===== src/pfm_pkg.sv =====
package pfm_pkg;

	// flat pin numbering shared by every per-pin vector of the block
	localparam int NUM_PINS = 23;
	localparam int PIN_E0 = 0; // port_e_bit0, nonmaskable_request input
	localparam int PIN_E2 = 1; // port_e_bit2, read/write direction
	localparam int PIN_E3 = 2; // port_e_bit3, low_byte_strobe / tag_low_input
	localparam int PIN_J0 = 3; // flash_card_io_write / disk io write / nand_card_address_latch
	localparam int PIN_J1 = 4; // flash_card_chip_enable1 / disk select 0 / nand_card_command_latch
	localparam int PIN_J2 = 5; // port_j_bit2: enable2 / disk_chip_select1 / write protect
	localparam int PIN_M3 = 6; // secure data1, capture ch2, flash_card_present, nand chip enable
	localparam int PIN_M4 = 7; // secure data2, capture ch3, flash_card_io16, nand_card_busy
	localparam int PIN_Q0 = 8; // port q bits 0..7 occupy 8..15
	localparam int PIN_Q3 = 11; // disk_io_read / flash_card_io_read / nand data3
	localparam int PIN_Q4 = 12; // capture ch4, flash addr4, nand data4, disk_dma_ack
	localparam int PIN_Q5 = 13; // capture ch5, secure_card_command, flash addr5, nand data5
	localparam int PIN_Q6 = 14; // capture ch6, secure_card_clock, flash addr6, nand data6
	localparam int PIN_Q7 = 15; // capture_channel7, flash addr7, nand data7
	localparam int PIN_S4 = 16; // serial receive
	localparam int PIN_S5 = 17; // serial transmit
	localparam int PIN_S6 = 18; // stick_card_clock / disk_dma_request / flash_card_write_enable
	localparam int PIN_S7 = 19; // stick_card_serial_data / disk_interrupt / flash ready
	localparam int PIN_T0 = 20; // capture ch0, secure data0, nand_card_read_enable, reg select
	localparam int PIN_T1 = 21; // capture ch1, secure data3, nand_card_write_enable, output enable
	localparam int PIN_U0 = 22; // flash_card_wait / disk_io_ready / nand_card_detect

	// pins that each function owner may claim
	localparam logic [NUM_PINS-1:0] FLASH_PINS = 23'h7cfff8;
	localparam logic [NUM_PINS-1:0] DISK_PINS = 23'h4c1f38;
	localparam logic [NUM_PINS-1:0] NAND_PINS = 23'h70fff8;
	localparam logic [NUM_PINS-1:0] SECURE_PINS = 23'h3060c0;
	localparam logic [NUM_PINS-1:0] STICK_PINS = 23'h0c0000;

	// capture-timer channel to pin map, channel 0 first
	localparam int TIMER_CHANNELS = 8;
	localparam int TIMER_PIN [TIMER_CHANNELS] = '{PIN_T0, PIN_T1, PIN_M3, PIN_M4,
		PIN_Q4, PIN_Q5, PIN_Q6, PIN_Q7};

	// operating mode codes as latched from the mode pins
	localparam logic [2:0] MODE_SPECIAL_SINGLE = 3'h0;
	localparam logic [2:0] MODE_EMU_NARROW = 3'h1;
	localparam logic [2:0] MODE_SPECIAL_WIDE = 3'h2;
	localparam logic [2:0] MODE_EMU_WIDE = 3'h3;
	localparam logic [2:0] MODE_NORMAL_SINGLE = 3'h4;
	localparam logic [2:0] MODE_NORMAL_NARROW = 3'h5;
	localparam logic [2:0] MODE_PERIPHERAL = 3'h6;
	localparam logic [2:0] MODE_NORMAL_WIDE = 3'h7;

	// card host selection for the shared card pins
	typedef enum logic [1:0] {
		HOST_NONE,
		HOST_FLASH,
		HOST_DISK,
		HOST_NAND
	} pfm_host_e;

	// values after reset
	localparam logic RST_X_MASK = 1'h1;
	localparam logic RST_ROM_ENABLE = 1'h0;
	localparam logic RST_BUS_CLK = 1'h0;
	localparam logic RST_PULLUP = 1'h1;
	localparam logic RST_OE_N = 1'h1;

endpackage


===== src/pfm_pin_cell.sv =====
`timescale 1ns/1ps
// one shared pin: output select, registered pad drive and filtered input level
module pfm_pin_cell (
	// clock and reset
	input wire logic core_clk,
	input wire logic rst_n,
	// control from the mux
	input wire logic runEn,
	input wire logic funcSel,
	input wire logic funcOut,
	input wire logic funcOe,
	input wire logic gpioOut,
	input wire logic gpioDir,
	// pad side
	input wire logic padIn,
	output logic padOut,
	output logic padOeN,
	// filtered level seen by core and peripherals
	output logic level
);

	logic padOut_q, padOut_d; // registered pad output value
	logic padOeN_q, padOeN_d; // registered enable, low while driving
	logic [2:0] sync_q, sync_d; // three-stage input chain
	logic level_q, level_d; // accepted input level

	// next-state: the selected function owns the pin, otherwise gpio
	always_comb begin
		padOut_d = gpioOut;
		padOeN_d = ~gpioDir;
		if (funcSel) begin
			padOut_d = funcOut;
			padOeN_d = ~funcOe;
		end
		if (!runEn) begin
			// hold the pin as an undriven input until the mux is running
			padOut_d = 1'h0;
			padOeN_d = pfm_pkg::RST_OE_N;
		end
		sync_d = {sync_q[1:0], padIn};
		level_d = level_q;
		// first stage is read only by the second
		if (sync_q[1] == sync_q[2]) begin
			level_d = sync_q[2];
		end
	end

	// register stage
	always_ff @(posedge core_clk) begin
		// input chain keeps running through reset so a strap level is settled at release
		sync_q <= sync_d;
		if (!rst_n) begin
			padOut_q <= 1'h0;
			padOeN_q <= pfm_pkg::RST_OE_N;
			level_q <= 1'h1;
		end else begin
			padOut_q <= padOut_d;
			padOeN_q <= padOeN_d;
			level_q <= level_d;
		end
	end

	assign padOut = padOut_q;
	assign padOeN = padOeN_q;
	assign level = level_q;

endmodule


===== src/pfm_port_mux.sv =====
`timescale 1ns/1ps
// Function
// port_e_bit3 resets to pulled-up gpio input
// low_byte_strobe drives only after enable bit
// tag modes share port_e_bit3 strobe and tag
// tag low sampled at bus clock fall
// port_e_bit2 resets to pulled-up gpio input
// read/write drives only after enable bit
// port_e_bit0 always input, always readable
// reset sets X mask; request ignored until cleared
// nonmaskable request is level sensitive, wired-OR
// port E pull-ups on in reset, enable-controlled
// port_j_bit2 latched to rom enable at release; only external bus modes latch it, other modes keep rom enable at 0
// ports J,M,Q,S,T,U undriven through reset
// port J routed to flash, disk or nand
// port M routed to secure, timer, flash, nand
// port Q 7,4 to timer, flash, nand, dma
// port Q 6,5 routed timer, secure, flash, nand
// port Q 3..0 routed disk, flash, nand
// port S 7,6 routed stick, disk, flash
// serial unit takes port S 5 and 4
// port T routed timer, secure, nand, flash
// port U 0 routed flash, disk, nand
// bus clock output provided for external demux
// one driver per pin, gpio fallback
module pfm_port_mux (
	// clock and reset
	input wire logic core_clk,
	input wire logic rst_n,
	// operating mode and software controls
	input wire logic [2:0] opMode,
	input wire logic lowStrobeEnable,
	input wire logic readWriteEnable,
	input wire logic tagEnable,
	input wire logic portEPullupEnable,
	input wire logic xMaskClear,
	input wire pfm_pkg::pfm_host_e hostSel,
	input wire logic [pfm_pkg::TIMER_CHANNELS-1:0] timerEnable,
	input wire logic secureEnable,
	input wire logic stickEnable,
	input wire logic serialEnable,
	// core bus strobes
	input wire logic busLowStrobe,
	input wire logic busReadWrite,
	// general purpose port data and direction
	input wire logic [pfm_pkg::NUM_PINS-1:0] gpioOut,
	input wire logic [pfm_pkg::NUM_PINS-1:0] gpioDir,
	// peripheral drive requests, indexed by flat pin number
	input wire logic [pfm_pkg::NUM_PINS-1:0] flashOut,
	input wire logic [pfm_pkg::NUM_PINS-1:0] flashOe,
	input wire logic [pfm_pkg::NUM_PINS-1:0] diskOut,
	input wire logic [pfm_pkg::NUM_PINS-1:0] diskOe,
	input wire logic [pfm_pkg::NUM_PINS-1:0] nandOut,
	input wire logic [pfm_pkg::NUM_PINS-1:0] nandOe,
	input wire logic [pfm_pkg::NUM_PINS-1:0] secureOut,
	input wire logic [pfm_pkg::NUM_PINS-1:0] secureOe,
	input wire logic [pfm_pkg::NUM_PINS-1:0] stickOut,
	input wire logic [pfm_pkg::NUM_PINS-1:0] stickOe,
	// capture timer channels, channel numbered
	input wire logic [pfm_pkg::TIMER_CHANNELS-1:0] timerOut,
	input wire logic [pfm_pkg::TIMER_CHANNELS-1:0] timerOe,
	// serial transmit data
	input wire logic serialTxd,
	// pads
	input wire logic [pfm_pkg::NUM_PINS-1:0] padIn,
	output logic [pfm_pkg::NUM_PINS-1:0] padOut,
	output logic [pfm_pkg::NUM_PINS-1:0] padOeN,
	output logic [2:0] portEPullup,
	output logic busClockOut,
	// state seen by core and peripherals
	output logic [pfm_pkg::NUM_PINS-1:0] pinLevel,
	output logic serialRxd,
	output logic nmiRequest,
	output logic xMask,
	output logic tagLowByte,
	output logic romEnable
);

	// reset phase sequence: pins stay undriven until running
	typedef enum logic [1:0] {
		PH_RESET,
		PH_CAPTURE,
		PH_RUN
	} pfm_phase_e;

	pfm_phase_e phase_q, phase_d; // current reset phase
	logic busClk_q, busClk_d; // divided bus clock
	logic xMask_q, xMask_d; // interrupt mask bit
	logic nmi_q, nmi_d; // qualified nonmaskable request
	logic tagLow_q, tagLow_d; // tag pulse for the low byte
	logic rom_q, rom_d; // internal rom enable bit
	logic [2:0] pull_q, pull_d; // port E pull-up controls
	logic rxd_q, rxd_d; // serial receive level
	logic [pfm_pkg::NUM_PINS-1:0] levelVec; // filtered pin levels from the cells
	logic [pfm_pkg::NUM_PINS-1:0] funcSel; // a function owns the pin
	logic [pfm_pkg::NUM_PINS-1:0] funcOut; // selected function output
	logic [pfm_pkg::NUM_PINS-1:0] funcOe; // selected function drive
	logic [pfm_pkg::NUM_PINS-1:0] cellDir; // gpio direction after fixed-input pins
	logic runEn; // mux released from reset hold
	logic expanded; // an external bus mode
	logic tagMode; // strobe and tag share port_e_bit3
	logic busFall; // bus clock falls on this edge

	// mode decode
	always_comb begin
		expanded = 1'h1;
		tagMode = 1'h0;
		case (opMode)
			pfm_pkg::MODE_SPECIAL_SINGLE: expanded = 1'h0;
			pfm_pkg::MODE_NORMAL_SINGLE: expanded = 1'h0;
			pfm_pkg::MODE_PERIPHERAL: expanded = 1'h0;
			default: expanded = 1'h1;
		endcase
		// wide modes and emulation narrow carry tagging
		case (opMode)
			pfm_pkg::MODE_EMU_NARROW,
			pfm_pkg::MODE_SPECIAL_WIDE,
			pfm_pkg::MODE_EMU_WIDE,
			pfm_pkg::MODE_NORMAL_WIDE: tagMode = tagEnable;
			default: tagMode = 1'h0;
		endcase
	end

	assign runEn = (phase_q == PH_RUN);
	assign busFall = busClk_q & ~busClk_d;

	// per-pin function select with a fixed priority, so one driver wins
	always_comb begin
		funcSel = '0;
		funcOut = '0;
		funcOe = '0;
		cellDir = gpioDir;
		// port_e_bit0 is never driven
		cellDir[pfm_pkg::PIN_E0] = 1'h0;
		// capture channels are the lowest priority function
		for (int c = 0; c < pfm_pkg::TIMER_CHANNELS; c++) begin
			if (timerEnable[c]) begin
				funcSel[pfm_pkg::TIMER_PIN[c]] = 1'h1;
				funcOut[pfm_pkg::TIMER_PIN[c]] = timerOut[c];
				funcOe[pfm_pkg::TIMER_PIN[c]] = timerOe[c];
			end
		end
		for (int p = 0; p < pfm_pkg::NUM_PINS; p++) begin
			// stick card host above the timer
			if (stickEnable && pfm_pkg::STICK_PINS[p]) begin
				funcSel[p] = 1'h1;
				funcOut[p] = stickOut[p];
				funcOe[p] = stickOe[p];
			end
			// secure card host
			if (secureEnable && pfm_pkg::SECURE_PINS[p]) begin
				funcSel[p] = 1'h1;
				funcOut[p] = secureOut[p];
				funcOe[p] = secureOe[p];
			end
			// the one selected card host claims its pins
			case (hostSel)
				pfm_pkg::HOST_FLASH: begin
					if (pfm_pkg::FLASH_PINS[p]) begin
						funcSel[p] = 1'h1;
						funcOut[p] = flashOut[p];
						funcOe[p] = flashOe[p];
					end
				end
				pfm_pkg::HOST_DISK: begin
					if (pfm_pkg::DISK_PINS[p]) begin
						funcSel[p] = 1'h1;
						funcOut[p] = diskOut[p];
						funcOe[p] = diskOe[p];
					end
				end
				pfm_pkg::HOST_NAND: begin
					if (pfm_pkg::NAND_PINS[p]) begin
						funcSel[p] = 1'h1;
						funcOut[p] = nandOut[p];
						funcOe[p] = nandOe[p];
					end
				end
				default: begin
					funcSel[p] = funcSel[p];
				end
			endcase
		end
		// serial unit: transmit driven, receive held as input
		if (serialEnable) begin
			funcSel[pfm_pkg::PIN_S5] = 1'h1;
			funcOut[pfm_pkg::PIN_S5] = serialTxd;
			funcOe[pfm_pkg::PIN_S5] = 1'h1;
			funcSel[pfm_pkg::PIN_S4] = 1'h1;
			funcOut[pfm_pkg::PIN_S4] = 1'h0;
			funcOe[pfm_pkg::PIN_S4] = 1'h0;
		end
		// read/write direction once enabled in an external bus mode
		if (readWriteEnable && expanded) begin
			funcSel[pfm_pkg::PIN_E2] = 1'h1;
			funcOut[pfm_pkg::PIN_E2] = busReadWrite;
			funcOe[pfm_pkg::PIN_E2] = 1'h1;
		end
		// low strobe once enabled; in tag modes it is released while the
		// bus clock is high so the tag level can be sampled at the fall
		if (lowStrobeEnable && expanded) begin
			funcSel[pfm_pkg::PIN_E3] = 1'h1;
			funcOut[pfm_pkg::PIN_E3] = busLowStrobe;
			funcOe[pfm_pkg::PIN_E3] = ~(tagMode & busClk_q);
		end
	end

	// one cell per pin; unselected pins fall back to gpio
	for (genvar i = 0; i < pfm_pkg::NUM_PINS; i++) begin : g_pin
		pfm_pin_cell u_cell (
			.core_clk(core_clk),
			.rst_n(rst_n),
			.runEn(runEn),
			.funcSel(funcSel[i]),
			.funcOut(funcOut[i]),
			.funcOe(funcOe[i]),
			.gpioOut(gpioOut[i]),
			.gpioDir(cellDir[i]),
			.padIn(padIn[i]),
			.padOut(padOut[i]),
			.padOeN(padOeN[i]),
			.level(levelVec[i])
		);
	end

	// next-state for reset phase, clock, mask, tag and latched bits
	always_comb begin
		phase_d = phase_q;
		rom_d = rom_q;
		case (phase_q)
			PH_RESET: phase_d = PH_CAPTURE;
			PH_CAPTURE: begin
				// pin level has had the input chain's time to settle
				if (expanded) begin
					rom_d = levelVec[pfm_pkg::PIN_J2];
				end
				phase_d = PH_RUN;
			end
			PH_RUN: phase_d = PH_RUN;
			default: phase_d = PH_RESET;
		endcase
		// bus clock is half the core clock
		busClk_d = ~busClk_q;
		// software clears the mask; only reset sets it
		xMask_d = xMask_q;
		if (xMaskClear) begin
			xMask_d = 1'h0;
		end
		// level request, held as long as any wired source pulls low
		nmi_d = ~levelVec[pfm_pkg::PIN_E0] & ~xMask_q;
		// tag pulse on the falling bus clock edge with the pin low
		tagLow_d = tagMode & busFall & ~levelVec[pfm_pkg::PIN_E3];
		// port E pull-ups forced on until running, then software decides
		pull_d = {3{portEPullupEnable}};
		if (!runEn) begin
			pull_d = {3{pfm_pkg::RST_PULLUP}};
		end
		// pull-up off on port_e_bit3 while the strobe drives it, and on port_e_bit2 while selected or set as gpio output
		if (funcSel[pfm_pkg::PIN_E3] && funcOe[pfm_pkg::PIN_E3] && runEn) begin
			pull_d[2] = 1'h0;
		end
		if (runEn && (funcSel[pfm_pkg::PIN_E2] || gpioDir[pfm_pkg::PIN_E2])) begin
			pull_d[1] = 1'h0;
		end
		rxd_d = levelVec[pfm_pkg::PIN_S4];
	end

	// register stage
	always_ff @(posedge core_clk) begin
		if (!rst_n) begin
			phase_q <= PH_RESET;
			busClk_q <= pfm_pkg::RST_BUS_CLK;
			xMask_q <= pfm_pkg::RST_X_MASK;
			nmi_q <= 1'h0;
			tagLow_q <= 1'h0;
			rom_q <= pfm_pkg::RST_ROM_ENABLE;
			pull_q <= {3{pfm_pkg::RST_PULLUP}};
			rxd_q <= 1'h1;
		end else begin
			phase_q <= phase_d;
			busClk_q <= busClk_d;
			xMask_q <= xMask_d;
			nmi_q <= nmi_d;
			tagLow_q <= tagLow_d;
			rom_q <= rom_d;
			pull_q <= pull_d;
			rxd_q <= rxd_d;
		end
	end

	// outputs straight from flip-flops
	assign portEPullup = pull_q;
	assign busClockOut = busClk_q;
	assign pinLevel = levelVec;
	assign serialRxd = rxd_q;
	assign nmiRequest = nmi_q;
	assign xMask = xMask_q;
	assign tagLowByte = tagLow_q;
	assign romEnable = rom_q;

endmodule


===== config.mk =====
export PLATFORM = sky130hd
export DESIGN_NAME = pfm_port_mux
export DESIGN_NICKNAME = d
export VERILOG_FILES = /design/src/pfm_pkg.sv /design/src/pfm_pin_cell.sv /design/src/pfm_port_mux.sv
export SDC_FILE = /design/constraint.sdc
export NUM_CORES = 1
export LEC_CHECK = 0
export BUFFER_PORTS_ARGS = -buffer_cell sky130_fd_sc_hd__clkbuf_2
export CAP_MARGIN = 20
export CORE_AREA = 2 2 164 166
export CTS_BUF_LIST = sky130_fd_sc_hd__clkbuf_8 sky130_fd_sc_hd__clkbuf_16
export CTS_CLUSTER_SIZE = 14
export DETAILED_ROUTE_END_ITERATION = 10
export DIE_AREA = 0 0 166 168
export PLACE_DENSITY = 0.44
export SLEW_MARGIN = 20
export SYNTH_ARGS = -nofsm -noshare
export SYNTH_HDL_FRONTEND = slang
export SYNTH_SLANG_ARGS = --single-unit

===== constraint.sdc =====
create_clock -name core_clk -period 4.1 [get_ports core_clk]
set_clock_uncertainty 0.05 [all_clocks]
set_input_delay 0.82 -clock core_clk [delete_from_list [all_inputs] [get_ports core_clk]]
set_output_delay 0.82 -clock core_clk [all_outputs]
set_load 0.01 [all_outputs]

Word-level counts from Yosys, hierarchy flattened
Index checks and enable logic that the tools add are counted.
{"block": "classes", "eq_ne": 34, "n_mux": 151, "n_bitwise": 53, "reduce_logical": 16}
{"cell": "$mux 1", "n": 110}
{"cell": "$pmux 1 s3", "n": 18}
{"cell": "$not 1->1", "n": 50}
{"cell": "$pmux 1 s2", "n": 18}
{"cell": "$eq 1x1->1", "n": 23}
{"cell": "$eq 3x3->1 const B", "n": 3}
{"cell": "$eq 2x2->1 const B", "n": 3}
{"cell": "$eq 3x2->1 const B", "n": 2}
{"cell": "$mux 2", "n": 3}
{"cell": "$reduce_or 2->1", "n": 3}
{"cell": "$reduce_or 3->1", "n": 2}
{"cell": "$logic_and 1x1->1", "n": 5}
{"cell": "$eq 2x1->1 const B", "n": 2}
{"cell": "$pmux 2 s2", "n": 1}
{"cell": "$reduce_and 2->1", "n": 2}
{"cell": "$reduce_or 4->1", "n": 1}
{"cell": "$and 1x1->1", "n": 3}
{"cell": "$eq 3x1->1 const B", "n": 1}
{"cell": "$logic_not 3->1", "n": 1}
{"cell": "$mux 3", "n": 1}
{"cell": "$logic_not 2->1", "n": 1}
{"cell": "$logic_or 1x1->1", "n": 1}
{"block": "word_totals", "ff_bits": 148, "in_bits": 341, "out_inout_bits": 78, "word_cells": 354}

Depth between registers and ports, before layout
{"block": "logic_depth", "word_depth": 9, "depth_mapped": 8, "mapped_depth_nobuf": 6}

Modules after synthesis
A second synthesis with hierarchy kept.
{"block": "unflattened", "hier_cells": 514, "area_unflattened_um2": 5248.8}
{"mod": "pfm_pin_cell", "n_inst": 23, "cells_each": 14, "area_each_um2": 167.7, "seq_area_each_um2": 120.1}
{"mod": "pfm_port_mux", "n_inst": 1, "cells_each": 192, "area_each_um2": 1392.6, "seq_area_each_um2": 220.2}

Worst setup path before layout
Ideal clock, no wire load.
{"block": "synth_path", "kind": "input -> register", "from": "in hostSel[1]", "to": "reg g_pin[14].u_cell.padOut_q", "setup_time_ns": 0.128, "t_arrival_ns": 1.970, "required_time_ns": 3.922, "slack_ns": 1.952, "stages": 7, "path_buffers": 2, "path_cell_list": "inv_1 -> ha_1 -> buf_6 -> or3_4 -> buf_6 -> o32ai_1 -> nor2_1"}
{"block": "synth_via", "elab_chain_cells": 4, "elab_cells_between_ends": 6, "classes_between": "eq/ne (2); mux (3); reduce/logical (1)"}
{"element": "from (decl)", "line_no": "pfm_port_mux.sv:37", "source": "input wire pfm_pkg::pfm_host_e hostSel,"}
{"element": "$eq 2x2->1 / $eq 2x1->1 (equally long branches)", "line_no": "pfm_port_mux.sv:157", "source": "case (hostSel)"}
{"element": "$reduce_or 2->1 (no line)"}
{"element": "$mux 1"}
{"element": "$mux 1 *", "line_no": "pfm_pin_cell.sv:31", "source": "if (funcSel) begin"}
{"element": "to (signal assigned)", "line_no": "pfm_pin_cell.sv:57", "source": "padOut_q <= padOut_d;"}
{"element": "to (decl)", "line_no": "pfm_pin_cell.sv:22", "source": "logic padOut_q, padOut_d;"}
Every way passes the cells marked *; elsewhere a longest branch is shown, timed or not.
A chain may end at the register's enable or synchronous reset.

Worst setup path in the final report
{"block": "layout_path", "from": "in hostSel[1]", "to": "reg g_pin[20].u_cell.padOut_q"}
{"block": "layout_via", "elab_chain_cells": 4, "elab_cells_between_ends": 6, "classes_between": "eq/ne (2); mux (3); reduce/logical (1)"}
{"element": "$eq 2x2->1 / $eq 2x1->1 (equally long branches)", "line_no": "pfm_port_mux.sv:157"}
{"element": "$reduce_or 2->1 (no line)"}
{"element": "$mux 1"}
{"element": "$mux 1 *", "line_no": "pfm_pin_cell.sv:31"}
{"element": "to (signal assigned)", "line_no": "pfm_pin_cell.sv:57"}
{"element": "to (decl)", "line_no": "pfm_pin_cell.sv:22"}
Marks and branches as above.

==> flow_summary.yaml <==
outcome:
  status: "finished, violations left"
  violations: "DRC"
logic_synthesis:
  synthTopCellsByArea: "dfxtp_1 55%, buf_4 9.6%, a21oi_1 4.6%"
  synth.distinct_cells: 40
  synthFlopType: "dfxtp_1"
  yosysSeqAreaShare_pct: 54.9
  synth-edff-count: 0
  netlist_area_sq_um: 5400
  postSynthAreaPerCell_sq_um: 9.65
  yosys_warnings: 0
  synthCells: 560
  synth_top_area_share_pct: 54.9
  ys_top_cells_by_count: "148 x dfxtp_1, 69 x buf_4, 56 x nor2_1"
  syn_nets: 908
  synth_seq_cells: 148
  synth_largest_area_cell: "dfxtp_1"
  yosysMostFrequentCell: "dfxtp_1"
  async_reset_ff_share_pct: 0
critical_path:
  critPathLaunchType: "input pin"
  crit_end: "g_pin[20].u_cell.padOut"
  worst_path_max_delay_cell: "or3_4"
  critical_path_class: "in -> reg"
  slowest_delay_ns: 0.57
  path_buf_inv: 3
  rr_worst_depth: 5
  arrival_ns: 2.48
  worst_setup_path_end_kind: "register"
  cp_max_fo: 37
  crit_start: "hostSel[1]"
  r2r_start: "phase_q[0]"
  path_cells: "clkbuf_2 > inv_1 > ha_1 > buf_4 > or3_4 > o32ai_1 > nor2_1"
  crit_family: "simple AND/OR/NAND/NOR gates"
  required_ns: 4.34
  cp.depth: 7
  r2r_end: "g_pin[10].u_cell.padOeN"
  r2r_setup_slack_ns: 2.34
place:
  placed_cell_area_sq_um: 6680
  dpl.cell_count: 1100
  gp_congestion: 0.846
  port_buffers: 292
  post-dp-hpwl_microns: 13300
sta:
  period_needed_ns: 2.25
  max_slew_margin_pct: 41.8
  finalSetupTns_ns: 0
  final_max_slew_viol_count: 0
  setup_viol: 0
  fmax_mhz: 445
  rsz0062_at_grt: "false"
  tightest_slew_ns: 0.872
  hold_viol_final: 0
  post-route-period-util_pct: 54.8
layout:
  final_cell_count_no_fill: 1132
  diodes: 0
  layout-drive-gt1-share_pct: 43.0
  area_growth_pct: 34.8
  fillers: 2851
  nNetsFinal: 1126
  fin_area_sq_um: 7280
  final_util_pct: 27.6
grt:
  first_global_vias: 4611
  grt_pass1_wl_microns: 26000
  grt_overflow: 0
  antenna_found_initial: 0
  gr-usage-all-layers_pct: 12.3
  grt_max_degree: 38
clock_network:
  cts_tree: "done"
  cts-root-buf: "clkbuf_16"
  holdBufCountCts: 0
  clk_pin_slew_ns: 0.08
  postCtsResizedCells: 0
  cts_made_buffers: 17
  clkLatencyLatePin_ns: 0.41
  cts_max_level: 4
  cts.sinks: 148
  clock_path_buffers: 2
  cts_setup_buffers: 0
floorplanning:
  die_x_microns: 166
  initial_utilization_pct: 20.5
  dieArea_sq_um: 27900
  rows: 60
  dieHeight_microns: 168
  core_sq_um: 26400
  io_pins: 419
detailed_routing:
  vias: 4596
  avgViaCountPerCell: 4.06
  ant_nets: 0
  dr.pass1.iters: 11
  drt_iter0_drc: 391
  totalWireLength_microns: 17100
  wl_per_cell_microns: 15.1
  drcViolationCount: 7
power_and_ir_drop:
  ir_drop_uv: 260
  totalPowerFinal_mw: 3.50
  leakagePower_nw: 3.33
  power_density_nw_per_um2: 481
min_path:
  min_path_type: "reg -> reg"
  hp-start: "g_pin[17].u_cell.sync_q[0]"
run:
  maxCapViolCount: 0
==> where the power goes <==
part / internal (mW) / leakage (nW) / switching (mW) / total, mW
registers: 1.52 / 1.23 / 0.0356 / 1.55
logic: 0.176 / 1.81 / 0.202 / 0.378
clock network: 0.830 / 0.292 / 0.742 / 1.57
==> placed cells by master (no fill, tap or decap), types with 4 or more instances in the layout <==
cell	netlist	final
clkbuf_2	0	292
mux2_2	4	4
o21ai_0	48	48
inv_1	9	9
a222oi_1	18	18
inv_8	0	5
o32ai_1	5	5
clkinv_8	0	4
nor2_1	56	56
nor3_1	11	11
a22oi_1	14	14
clkbuf_16	0	17
nand3_1	4	4
buf_4	69	5
a211oi_1	4	4
a21oi_1	50	50
dfxtp_1	148	148
nand3b_1	12	12
nand2_1	38	38
ha_1	7	6
==> routing by layer <==
metal / GRT usage, % / routed length [microns]
met1: 14.7 / 7400
met2: 20.1 / 8070
met3: 4.21 / 1190
met4: 5.22 / 467
met5: 0 / 0
==> registers in the layout (all words and copies together), names as in the netlist <==
signal               count
phase_q                  2
romEnable                1
serialRxd                1
g_pin.u_cell.level      23
g_pin.u_cell.padOeN     22
nmiRequest               1
tagLowByte               1
xMask                    1
g_pin.u_cell.padOut     23
portEPullup              3
g_pin.u_cell.sync_q     69
busClockOut              1
==> cell type report <==
class                           count  area (sq um)  share of cell area [%]
Timing Repair Buffer              297          1500                    20.6
Inverter                            9          33.8                   0.464
Tap cell                          341           427                    5.86
Sequential cell                   148          2960                    40.7
Clock buffer                       17           425                    5.84
Multi-Input combinational cell    305          1760                    24.1
Clock inverter                     15           180                    2.47
==> worst min path at each step <==
stage                                 endpoint  slack, ns  depth (start not counted)
finish              g_pin[17].u_cell.sync_q[1]       0.27                          0
global route        g_pin[17].u_cell.sync_q[1]       0.27                          0
CTS                 g_pin[17].u_cell.sync_q[1]       0.27                          0
detailed placement  g_pin[14].u_cell.sync_q[1]       0.26                          0
global placement    g_pin[15].u_cell.sync_q[1]       0.26                          0
floorplan            g_pin[0].u_cell.sync_q[1]       0.26                          0
==> cells by family (layout without fill, tap and decap cells) <==
kind of cell / Yosys count / in the layout / share of synthesized area (%)
and+or+nand+nor: 137 / 137 / 11.7
other: 1 / 1 / 0.0694
buffers and inverters: 107 / 338 / 12.7
AOI/OAI and AO/OA: 155 / 155 / 18.1
adders and majority gates: 7 / 7 / 1.62
muxes: 5 / 5 / 1.02
DFF: 148 / 148 / 54.9
==> per-stage QoR <==
| stage | hold WS (ns) | setup WS, ns |
|---|---|---|
| after floorplan | 0.260 | 1.95 |
| after global routing | 0.274 | 1.73 |
| after CTS | 0.267 | 1.85 |
| final | 0.266 | 1.85 |
| after global placement | 0.260 | 1.37 |
| after detailed placement | 0.262 | 1.39 |
==> worst register-to-register path, cell delays in order, from the launching register on <==
cell and delay, ns:
dfxtp_1 0.31, inv_1 0.08, ha_1 0.19, and2_0 0.70, buf_4 0.28, nand2_1 0.06
Note: power is estimated with default switching activity, not from simulation.
